`src/hw/biie_pkg.sv`:
```
// package: opcodes, widths, constants and carrier structs for the exec block
package biie_pkg;

    // ************************************************************
    // widths and constants
    // ************************************************************
    localparam int unsigned PC_W        = 11;
    localparam int unsigned DATA_W      = 8;
    localparam int unsigned RADDR_W     = 7;
    localparam logic [10:0] SWI_VECTOR  = 11'h001;
    localparam logic        IRQ_EN_RST  = 1'b0;
    localparam logic [1:0]  JUMP_CYC    = 2'h2;
    localparam logic [1:0]  SWI_CYC     = 2'h3;
    localparam int unsigned PHB_LO      = 1;   // page_high_buffer bit copied to pc[9]
    localparam int unsigned JMP_IMM_W   = 9;
    localparam int unsigned TBP_W       = 3;

    // ************************************************************
    // operation codes presented by the decoder
    // ************************************************************
    typedef enum logic [2:0] {
        OP_NONE    = 3'b000,
        OP_IRQ_DIS = 3'b001,
        OP_IRQ_EN  = 3'b010,
        OP_DJUMP   = 3'b011,
        OP_TJUMP   = 3'b100,
        OP_INC     = 3'b101,
        OP_SWI     = 3'b110
    } biie_op_t;

    typedef enum logic [1:0] {
        ST_IDLE  = 2'b00,
        ST_BUSY  = 2'b01
    } biie_state_t;

    // instruction as handed in by the decoder
    typedef struct packed {
        biie_op_t            op;
        logic [8:0]          imm;      // direct jump target low bits
        logic [6:0]          raddr;    // data register address
        logic                dest;     // 0: accumulator, 1: register
    } biie_instr_t;

    // write-back to the data register file / accumulator
    typedef struct packed {
        logic                accum_we;
        logic                reg_we;
        logic [6:0]          raddr;
        logic [7:0]          data;
        logic                z_we;
        logic                z;
    } biie_wb_t;

endpackage : biie_pkg

```
`src/hw/biie_exec.sv`:
```
// file: execution unit for interrupt enable, jumps, increment and software interrupt
`timescale 1ns/10ps
`default_nettype none

// Operation
// - irq disable clears global enable in one cycle, flags untouched
// - irq enable sets global enable in one cycle, flags untouched
// - direct jump: pc[8:0] from immediate, pc[10:9] from page buffer bits 2:1
// - direct jump takes two cycles, fetched instruction discarded, flags untouched
// - table jump: pc[10:8] from table pointer bits 2:0, pc[7:0] from accumulator
// - table jump takes two cycles, flags untouched
// - increment register, destination select picks accumulator or register, zero flag only
// - software interrupt pushes next address, loads pc with 0x001, three cycles
module biie_exec
    import biie_pkg::*;
(
    // clock and reset
    input  wire logic              clock_i,
    input  wire logic              rst_n_i,
    // instruction from decoder
    input  wire logic              instr_valid_i,
    input  wire biie_instr_t       instr_i,
    output logic                   instr_ready_o,
    // core state inputs
    input  wire logic [7:0]        accumulator_i,
    input  wire logic [7:0]        reg_rdata_i,
    input  wire logic [2:0]        page_high_buffer_i,
    input  wire logic [7:0]        table_high_pointer_i,
    // program counter and stack
    output logic      [PC_W-1:0]   pc_o,
    output logic                   flush_o,
    output logic                   push_o,
    output logic      [PC_W-1:0]   push_addr_o,
    // write-back and global enable
    output biie_wb_t               wb_o,
    output logic                   global_irq_enable_o
);

    // ************************************************************
    // reset synchroniser
    // ************************************************************
    logic rst_s1_q;
    logic rst_s2_q;

    // release reset through two flops
    always_ff @(posedge clock_i or negedge rst_n_i) begin
        if (!rst_n_i) begin
            rst_s1_q <= 1'b0;
            rst_s2_q <= 1'b0;
        end else begin
            rst_s1_q <= 1'b1;
            rst_s2_q <= rst_s1_q;
        end
    end

    wire logic rst_n;
    assign rst_n = rst_s2_q;

    // ************************************************************
    // sequencing
    // ************************************************************
    biie_state_t state_q;
    logic [1:0]  cnt_q;
    logic        take;
    logic        pc_load;
    logic [PC_W-1:0] pc_next;

    assign instr_ready_o = (state_q == ST_IDLE);
    assign take          = instr_valid_i && instr_ready_o;

    // multi-cycle ops hold the unit busy for their remaining cycles
    always_ff @(posedge clock_i or negedge rst_n) begin
        if (!rst_n) begin
            state_q <= ST_IDLE;
            cnt_q   <= 2'h0;
        end else begin
            case (state_q)
                ST_IDLE: begin
                    if (take && (instr_i.op == OP_DJUMP || instr_i.op == OP_TJUMP)) begin
                        state_q <= ST_BUSY;
                        cnt_q   <= JUMP_CYC - 2'h1;
                    end else if (take && instr_i.op == OP_SWI) begin
                        state_q <= ST_BUSY;
                        cnt_q   <= SWI_CYC - 2'h1;
                    end
                end
                ST_BUSY: begin
                    cnt_q <= cnt_q - 2'h1;
                    if (cnt_q == 2'h1) begin
                        state_q <= ST_IDLE;
                    end
                end
                default: begin
                    state_q <= ST_IDLE;
                end
            endcase
        end
    end

    // ************************************************************
    // jump target assembly
    // ************************************************************
    always_comb begin
        pc_load = 1'b0;
        pc_next = pc_o;
        if (take) begin
            case (instr_i.op)
                OP_DJUMP: begin
                    pc_load = 1'b1;
                    pc_next = {page_high_buffer_i[2:PHB_LO], instr_i.imm};
                end
                OP_TJUMP: begin
                    pc_load = 1'b1;
                    pc_next = {table_high_pointer_i[TBP_W-1:0], accumulator_i};
                end
                OP_SWI: begin
                    pc_load = 1'b1;
                    pc_next = SWI_VECTOR;
                end
                default: begin
                    pc_load = 1'b0;
                end
            endcase
        end
    end

    biie_pc_reg #(
        .W (PC_W)
    ) u_pc (
        .clock_i (clock_i),
        .rst_n_i (rst_n),
        .load_i  (pc_load),
        .value_i (pc_next),
        .pc_o    (pc_o)
    );

    // ************************************************************
    // flush and stack push
    // ************************************************************
    always_ff @(posedge clock_i or negedge rst_n) begin
        if (!rst_n) begin
            flush_o     <= 1'b0;
            push_o      <= 1'b0;
            push_addr_o <= '0;
        end else begin
            flush_o <= pc_load;
            push_o  <= take && instr_i.op == OP_SWI;
            if (take && instr_i.op == OP_SWI) begin
                push_addr_o <= pc_o + 11'h001;
            end
        end
    end

    // ************************************************************
    // global interrupt enable
    // ************************************************************
    always_ff @(posedge clock_i or negedge rst_n) begin
        if (!rst_n) begin
            global_irq_enable_o <= IRQ_EN_RST;
        end else if (take && instr_i.op == OP_IRQ_DIS) begin
            global_irq_enable_o <= 1'b0;
        end else if (take && instr_i.op == OP_IRQ_EN) begin
            global_irq_enable_o <= 1'b1;
        end
    end

    // ************************************************************
    // increment and write-back
    // ************************************************************
    logic [7:0] inc_res;
    assign inc_res = reg_rdata_i + 8'h01;

    always_ff @(posedge clock_i or negedge rst_n) begin
        if (!rst_n) begin
            wb_o <= '0;
        end else begin
            wb_o.accum_we <= take && instr_i.op == OP_INC && !instr_i.dest;
            wb_o.reg_we   <= take && instr_i.op == OP_INC && instr_i.dest;
            wb_o.z_we     <= take && instr_i.op == OP_INC;
            wb_o.raddr  <= instr_i.raddr;
            wb_o.data   <= inc_res;
            wb_o.z      <= (inc_res == 8'h00);
        end
    end

    // ************************************************************
    // checks
    // ************************************************************
    disable_clears_a: assert property (@(posedge clock_i) disable iff (!rst_n)
        take && instr_i.op == OP_IRQ_DIS |=> !global_irq_enable_o)
        else $error("global enable not cleared");

    enable_sets_a: assert property (@(posedge clock_i) disable iff (!rst_n)
        take && instr_i.op == OP_IRQ_EN |=> global_irq_enable_o && !wb_o.z_we)
        else $error("global enable not set");

    djump_target_a: assert property (@(posedge clock_i) disable iff (!rst_n)
        take && instr_i.op == OP_DJUMP
        |=> pc_o == {$past(page_high_buffer_i[2:1]), $past(instr_i.imm)})
        else $error("direct jump target wrong");

    djump_two_cyc_a: assert property (@(posedge clock_i) disable iff (!rst_n)
        take && instr_i.op == OP_DJUMP |=> flush_o && !instr_ready_o ##1 instr_ready_o)
        else $error("direct jump length wrong");

    tjump_target_a: assert property (@(posedge clock_i) disable iff (!rst_n)
        take && instr_i.op == OP_TJUMP
        |=> pc_o == {$past(table_high_pointer_i[2:0]), $past(accumulator_i)})
        else $error("table jump target wrong");

    tjump_two_cyc_a: assert property (@(posedge clock_i) disable iff (!rst_n)
        take && instr_i.op == OP_TJUMP |=> !instr_ready_o && !wb_o.z_we ##1 instr_ready_o)
        else $error("table jump length wrong");

    inc_dest_a: assert property (@(posedge clock_i) disable iff (!rst_n)
        take && instr_i.op == OP_INC
        |=> wb_o.z_we && (wb_o.reg_we == $past(instr_i.dest)) && (wb_o.accum_we != wb_o.reg_we))
        else $error("increment destination wrong");

    swi_seq_a: assert property (@(posedge clock_i) disable iff (!rst_n)
        take && instr_i.op == OP_SWI
        |=> push_o && pc_o == 11'h001 && push_addr_o == $past(pc_o) + 11'h001
            ##0 !instr_ready_o [*2] ##1 instr_ready_o)
        else $error("software interrupt sequence wrong");

    inc_wrap_a: assert property (@(posedge clock_i) disable iff (!rst_n)
        take && instr_i.op == OP_INC && reg_rdata_i == 8'hFF
        |=> wb_o.data == 8'h00 && wb_o.z)
        else $error("increment wrap wrong");

endmodule : biie_exec
`default_nettype wire

```
`src/hw/biie_pc_reg.sv`:
```
// file: program counter register with load port
`timescale 1ns/10ps
`default_nettype none

module biie_pc_reg
    import biie_pkg::*;
#(
    parameter int unsigned W = PC_W
) (
    // clock and reset
    input  wire logic         clock_i,
    input  wire logic         rst_n_i,
    // load port
    input  wire logic         load_i,
    input  wire logic [W-1:0] value_i,
    // current value
    output logic      [W-1:0] pc_o
);

    // holds value until loaded
    always_ff @(posedge clock_i or negedge rst_n_i) begin
        if (!rst_n_i) begin
            pc_o <= '0;
        end else if (load_i) begin
            pc_o <= value_i;
        end
    end

endmodule : biie_pc_reg
`default_nettype wire

```
`config.mk`:
```
export PLATFORM = sky130hd
export DESIGN_NAME = biie_exec
export DESIGN_NICKNAME = d
export VERILOG_FILES = /design/src/hw/biie_pkg.sv /design/src/hw/biie_exec.sv /design/src/hw/biie_pc_reg.sv
export SDC_FILE = /design/constraint.sdc
export NUM_CORES = 1
export LEC_CHECK = 0
export ABC_AREA = 1
export BUFFER_PORTS_ARGS = -buffer_cell sky130_fd_sc_hd__buf_2
export CORE_UTILIZATION = 43
export DETAILED_ROUTE_END_ITERATION = 7
export GPL_ROUTABILITY_DRIVEN = 1
export PLACE_DENSITY = 0.82
export SLEW_MARGIN = 15
export SYNTH_ARGS = -nofsm -noshare
export SYNTH_HDL_FRONTEND = slang
export SYNTH_SLANG_ARGS = --single-unit
```
`constraint.sdc`:
```
create_clock -name clock_i -period 1.5 [get_ports clock_i]
set_clock_uncertainty 0.2 [all_clocks]
set_input_delay 0.3 -clock clock_i [delete_from_list [all_inputs] [get_ports clock_i]]
set_output_delay 0.3 -clock clock_i [all_outputs]
set_load 0.05 [all_outputs]
```
==> results.md, run 1 <==
- Starting Density: 0.457
- CP Launch Type: flop
- Fin nets: 434
- Achievable clock frequency: about 670 MHz
- DIE AREA: roughly 5400 µm²
- Status: completed
- Rel. slew slack: 0.649
- Grt ovf: 0
- WP data arrival: just under 1 ns
- Via-per-instance ratio: roughly 4.7
- Sink Count: 49
- Synth top area cells: dfrtp_1 (55%), nand2_1 (15%), nand3_1 (6.8%), inv_1 (3.7%), nor2_1 (2.4%)
- Worst-Margin Slew: 0.524 ns
- Fin crit share: 0.989
- Largest area contributor in the netlist: dfrtp_1
- Initial antenna violation count: 0
- Cells after synthesis: 262
- Count of unique library cells instantiated by Yosys: 28
- Vias in the first global route: about 2100
- Non-filler instance count after layout: between 400 and 500
- CP Capture Type: primary output
- Standard-cell row count: 25
- Post-Place Cells: around 430
- Slew Limit Fails: 0
- Clock transition at path regs: 0.09 ns
- Mean Syn Cell Area: between 8 and 9 µm²
- Share of cells above drive strength 1: 0.360
- Synth-to-layout area growth: 44.3%
- P_leak: 1.75 nW
- Commonest non-fill, non-tap cell in the layout: nand2_1
- Overall routing resource usage: 0.218
- Synthesized cell area: about 2200 µm²
- Final setup vio count: 0
- Yosys top cell area share: 0.554
- Via Count: roughly 2100
- # IOs: 95
- Crit Path Max Fanout: 2
- Post-synthesis register bit count: 49
- Setup TNS: 0 ns
- Global-route wire length before repair: ~8800 µm
- HP Class: in -> reg
- DRT iter0 DRCs: ~120
- Total power: roughly 0.0058 W
- YS warnings: 0
- Latest clock arrival within the worst-skew pair: approximately 0.29 ns
- Most frequent cells in the layout: nand2_1 (91), buf_2 (77), dfrtp_1 (43)
- Post-Route WL: 5500 µm
- Data required time of the worst path: 1.00 ns
- Die W: approximately 74 µm
- Root Driver: clkbuf_8
- Port Buffers: roughly 90
- Final Hold Viols: 0
- CTS tree: yes
- Antenna-violating nets left: 0
- Largest net degree at the start of global routing: 36
- Synthesized net count: roughly 320
- Detailed-route DRC error count: 0
- Clock Tree Buf Depth: 2
- Core area: slightly below 5000 µm²
- DIE HEIGHT: roughly 74 µm
- Post-DP HPWL: 4020 µm
- Fin crit period: between 1 and 1.5 ns
- Num CTS Buffers: 5
- Max IR drop VDD: roughly 960 µV
- P per Cell Area: ~1800 nW/µm²
- Antenna Cells: 0
- DRT Pass-1 Iters: 4
- Routed length per placed instance: between 10 and 15 µm
- Placer Congestion: ~0.80
- Htree depth: 2
- RSZ-0062 raised after global routing: true
- Max-Cap Viols: 0
- Crit Path Category: reg -> out
- Sequential cell area fraction in the yosys report: 0.554
## metrics by stage
step | worst slack [ns] | instance area (µm²) | util | hold slack, ns
floorplan | -0.0424 | 2260 | - | -0.196
global placement | -0.0158 | 2890 | 0.597 | -0.110
detailed placement | -0.0573 | 2890 | 0.597 | -0.110
CTS | -0.0364 | 3140 | 0.648 | 0.00739
global route | -0.0339 | 3190 | 0.659 | 0.00639
finish | 0.0171 | 3190 | 0.659 | 0.0185
## timing repair
item / in CTS / in global routing
buffers inserted: 0 / 3
cloned: 0 / 0
pin swaps: 1 / 0
endpoints found under the setup margin: 8 / 29
hold buffers: 10 / 1
endpoints found under the hold margin: 22 / 12
gates resized for setup: 11 / 9
## cell families after synthesis
group | Yosys count | synth area share
xor+xnor | 5 | 0.0198
flops | 49 | 0.554
fa+ha+maj | 4 | 0.0226
other cells | 1 | 0.00169
compound gates | 16 | 0.0379
buf+inv | 34 | 0.0661
simple gates | 153 | 0.298
## registers in the layout, summed over array words and instances, names as in the netlist
register and count:
global_irq_enable_o 1, flush_o 1, wb_o 19, state_q 1, rst_s1_q 1, u_pc.pc_o 11, push_addr_o 11, cnt_q 2
push_o 1, rst_n 1
## power breakdown
| group | switching [W] | internal, W |
|---|---|---|
| registers | 0.000319 | 0.00171 |
| logic | 0.00196 | 0.000847 |
| clock network | 0.000414 | 0.000544 |
## Yosys cell counts
cell type  instances
nand3b_1           1
o22ai_1            1
clkbuf_1           1
conb_1             1
buf_4              1
dfrtp_1           49
and2_1             1
nor2_1            14
nand2_1           91
o21bai_1           1
nand3_1           30
xor2_1             3
xnor2_1            2
o21ai_0           10
o21ai_1            3
nand4_1            6
buf_6              1
inv_1             22
nor4_1             1
ha_1               4
nand2_2            4
a21oi_1            1
or2_2              1
nor3_1             3
buf_2              4
inv_4              1
nor2_4             1
inv_2              4
## worst max-delay path: stages (launching register included)
cell and delay, ns:
dfrtp_1 0.40, inv_4 0.06, buf_6 0.09, buf_8 0.13
## cell type report
type,count,area (µm²)
Clock buffer,7,86.3
Clock inverter,1,30.0
Fill cell,405,1660
Inverter,27,106
Multi-Input combinational cell,179,898
Sequential cell,49,1230
Tap cell,67,83.8
Timing Repair Buffer,118,754
## worst paths after layout
check,from,end,slack (ns),cells after the start
worst max-delay path,state_q[0]$_DFFE_PN0P_,instr_ready_o,0.02,3
worst min-delay path,reg_rdata_i[0],wb_o[2]$_DFF_PN0_,0.02,2
worst max register to register,u_pc.pc_o[2]$_DFFE_PN0P_,push_addr_o[9]$_DFFE_PN0P_,0.07,5
worst min register to register,rst_n$_DFF_PN0_,u_pc.pc_o[6]$_DFFE_PN0P_,0.04,1
max in group asynchronous,rst_n$_DFF_PN0_,wb_o[12]$_DFF_PN0_,0.12,1
min in group asynchronous,rst_n$_DFF_PN0_,u_pc.pc_o[6]$_DFFE_PN0P_,0.04,1
## metal layers
metal,up-vias,global-route usage,share of wire
met4,0,0.0684,0.010
li1,1063,-,-
met2,78,0.394,0.51
met1,963,0.246,0.42
met5,-,0,0
met3,6,0.0617,0.063
No activity file was read; power rests on OpenSTA's default activity.
==> run 2: changes to the inputs <==
--- a/config.mk
+++ b/config.mk
@@ -7,10 +7,10 @@
 export LEC_CHECK = 0
 export ABC_AREA = 1
 export BUFFER_PORTS_ARGS = -buffer_cell sky130_fd_sc_hd__buf_2
-export CORE_UTILIZATION = 43
+export CORE_UTILIZATION = 47
 export DETAILED_ROUTE_END_ITERATION = 7
 export GPL_ROUTABILITY_DRIVEN = 1
-export PLACE_DENSITY = 0.82
+export PLACE_DENSITY = 0.85
 export SLEW_MARGIN = 15
 export SYNTH_ARGS = -nofsm -noshare
 export SYNTH_HDL_FRONTEND = slang
==> constraint.sdc (replaced) <==
create_clock -name clock_i -period 1.6 [get_ports clock_i]
set_clock_uncertainty 0.2 [all_clocks]
set_input_delay 0.32 -clock clock_i [delete_from_list [all_inputs] [get_ports clock_i]]
set_output_delay 0.32 -clock clock_i [all_outputs]
set_load 0.05 [all_outputs]
==> run 2 against run 1 <==
Against the previous run:
- the run now ends with DRC left
- flip-flop and latch count stayed put
- sequential share of layout area rose by 2.8 points
- total power is 14% lower
- die area down 8.3%
- worst setup slack improved by 0.011 ns
- final cell count down 5.8%
- wire length shrank 11%
- highest routed layer unchanged
==> results.md, run 2 (synthesis gave the netlist of run 1 again) <==
- Crit path launch: state_q[0]$_DFFE_PN0P_ (unchanged)
- Final Util: 0.670 (was 0.659)
- Max FFs per register: 19 (unchanged)
- RSZ-0062 raised after global routing: true (unchanged)
- Crit Path Max Fanout: 7 (was 2)
- CP max stage delay: 0.38 ns (was 0.40 ns)
- Commonest non-fill, non-tap cell in the layout: nand2_1 (unchanged)
- Critical path buffers and inverters: 3 (unchanged)
- P_leak: 1.66 nW (was 1.75 nW)
- Die W: 70.6 µm (was 73.7 µm)
- Detailed-route DRC error count: 8 (was 0)
- WP data arrival: 1.05 ns (was 0.98 ns)
- Largest regs: wb_o: 19 flops, push_addr_o: 11 flops, u_pc.pc_o: 11 flops (unchanged)
- Initial antenna violation count: 0 (unchanged)
- DIE AREA: 4990 µm² (was 5440 µm²)
- Slowest CP cell: dfrtp_1 (unchanged)
- Post-Route WL: 4910 µm (was 5500 µm)
- P per Cell Area: 1670 nW/µm² (was 1810 nW/µm²)
- Slew Limit Fails: 0 (unchanged)
- Crit Path Category: reg -> out (unchanged)
- Root Driver: clkbuf_8 (unchanged)
- Top delay family on crit path: flip-flops (unchanged)
- Clock Tree Buf Depth: 2 (unchanged)
- Fillers: 406 (was 405)
- Via Count: 2082 (was 2110)
- Placed Instance Area: 2770 µm² (was 2890 µm²)
- Antenna-violating nets left: 0 (unchanged)
- CP Capture Type: primary output (unchanged)
- Max-Cap Viols: 0 (unchanged)
- Worst reg2reg path startpoint: state_q[0]$_DFFE_PN0P_ (was u_pc.pc_o[2]$_DFFE_PN0P_)
- DRT Pass-1 Iters: 6 (was 4)
- Routed length per placed instance: 11.6 µm (was 12.3 µm)
- Crit-path cells: inv_2 > buf_4 > buf_8 (was inv_4 > buf_6 > buf_8)
- Data required time of the worst path: 1.08 ns (was 1.00 ns)
- Fin nets: 423 (was 434)
- Core area: 4440 µm² (was 4850 µm²)
- Biggest register: wb_o (unchanged)
- CTS tree: yes (unchanged)
- # Post-CTS Setup Buffers: 0 (unchanged)
- Share of cells above drive strength 1: 0.332 (was 0.360)
- Failing checks: DRC
- Pre-CTS setup slack: -0.0383 ns (was -0.0573 ns)
- Max IR drop VDD: 788 µV (was 963 µV)
- HP Class: reg -> async (was in -> reg)
- Total power: 0.00497 W (was 0.00579 W)
- CP Launch Type: flop (unchanged)
- Finished Cell Area: 2980 µm² (was 3190 µm²)
- Port Buffers: 88 (unchanged)
- Most frequent cells in the layout: nand2_1 (91), buf_2 (85), dfrtp_1 (43) (was nand2_1 (91), buf_2 (77), dfrtp_1 (43))
- Grt ovf: 0 (unchanged)
- Antenna Cells: 0 (unchanged)
- FF/Latch Area: 1230 µm² (unchanged)
- Achievable clock frequency: around 640 MHz
- DIE HEIGHT: 70.6 µm (was 73.7 µm)
- Vias in the first global route: 2024 (was 2075)
- Sink Count: 49 (unchanged)
- Synth-to-layout area growth: 34.5% (was 44.3%)
- Num CTS Buffers: 5 (unchanged)
- Via-per-instance ratio: 4.93 (was 4.71)
- Overall routing resource usage: 0.215 (was 0.218)
- Starting Density: 0.498 (was 0.457)
- Htree depth: 2 (unchanged)
- Fin crit share: 0.983
- Clock transition at path regs: 0.08 ns (was 0.09 ns)
- # IOs: 95 (unchanged)
- Final Hold Viols: 0 (unchanged)
- Final setup vio count: 0 (unchanged)
- Area taken by multi-input logic gates: 866 µm² (was 898 µm²)
- Fin crit period: 1.57 ns
- Largest net degree at the start of global routing: 28 (was 36)
- Latest clock arrival within the worst-skew pair: 0.30 ns (was 0.29 ns)
- Status: complete, but fails checks (was completed)
- Standard-cell row count: 24 (was 25)
- DRT iter0 DRCs: 107 (was 115)
- Post-DP HPWL: 3780 µm (was 4020 µm)
- Placer Congestion: 0.831 (was 0.798)
- Setup ws final: 0.0278 ns (was 0.0171 ns)
- Global-route wire length before repair: 8380 µm (was 8850 µm)
==> run 2: worst register-to-register path, cell delays in order, from the launching register on <==
cell	delay (ns)
dfrtp_1	0.38
inv_2	0.07
nand2_2	0.08
inv_2	0.08
nand3_1	0.16
nand2_4	0.23
inv_2	0.09
nand2_1	0.07
nand2_1	0.05
==> run 2: metal layers <==
metal,global-route usage,vias to the layer above,part of all wire
li1,-,1039,-
met1,0.227,956,0.38
met2,0.414,75,0.54
met3,0.0427,12,0.061
met4,0.0889,0,0.022
met5,0,-,0
==> run 2: metrics by stage <==
stage	cells	TNS, ns	hold slack (ns)
3_5_place_dp	404	-0.0920	-0.0909
3_3_place_gp	404	0	-0.0931
2_1_floorplan	262	-0.00154	-0.176
5_1_grt	422	-0.0810	0.0481
4_1_cts	422	0	0.0231
6_report	422	0	0.00961
==> run 2: what timing repair did <==
| item | CTS | global route |
|---|---|---|
| pin swaps | 0 | 0 |
| gates resized for setup | 2 | 6 |
| hold buffers | 10 | 0 |
| endpoints found under the setup margin | 1 | 11 |
| hold endpoints to repair | 18 | 0 |
==> run 2: path summary, 6_finish.rpt <==
path / end / slack (ns) / depth (start not counted)
max in group asynchronous: wb_o[17]$_DFF_PN0_ / 0.43 / 1
min in group clock_i: wb_o[2]$_DFF_PN0_ / 0.03 / 2
setup reg to reg: u_pc.pc_o[4]$_DFFE_PN0P_ / 0.08 / 8
setup / recovery: instr_ready_o / 0.03 / 3
hold reg to reg: wb_o[16]$_DFF_PN0_ / 0.01 / 1
hold / removal: wb_o[16]$_DFF_PN0_ / 0.01 / 1
==> run 2: cell type report <==
type,count,area share
clock buffer,6,0.0244
multi-input combinational,179,0.291
sequential,49,0.414
timing repair buffer,107,0.211
clock inverter,2,0.00336
inverter,27,0.0349
tap,52,0.0218
==> run 2: power by group <==
group | internal, W | switching [W] | total (W)
clock network | 0.000303 | 0.000380 | 0.000683
registers | 0.00160 | 0.000293 | 0.00189
logic | 0.000629 | 0.00177 | 0.00240
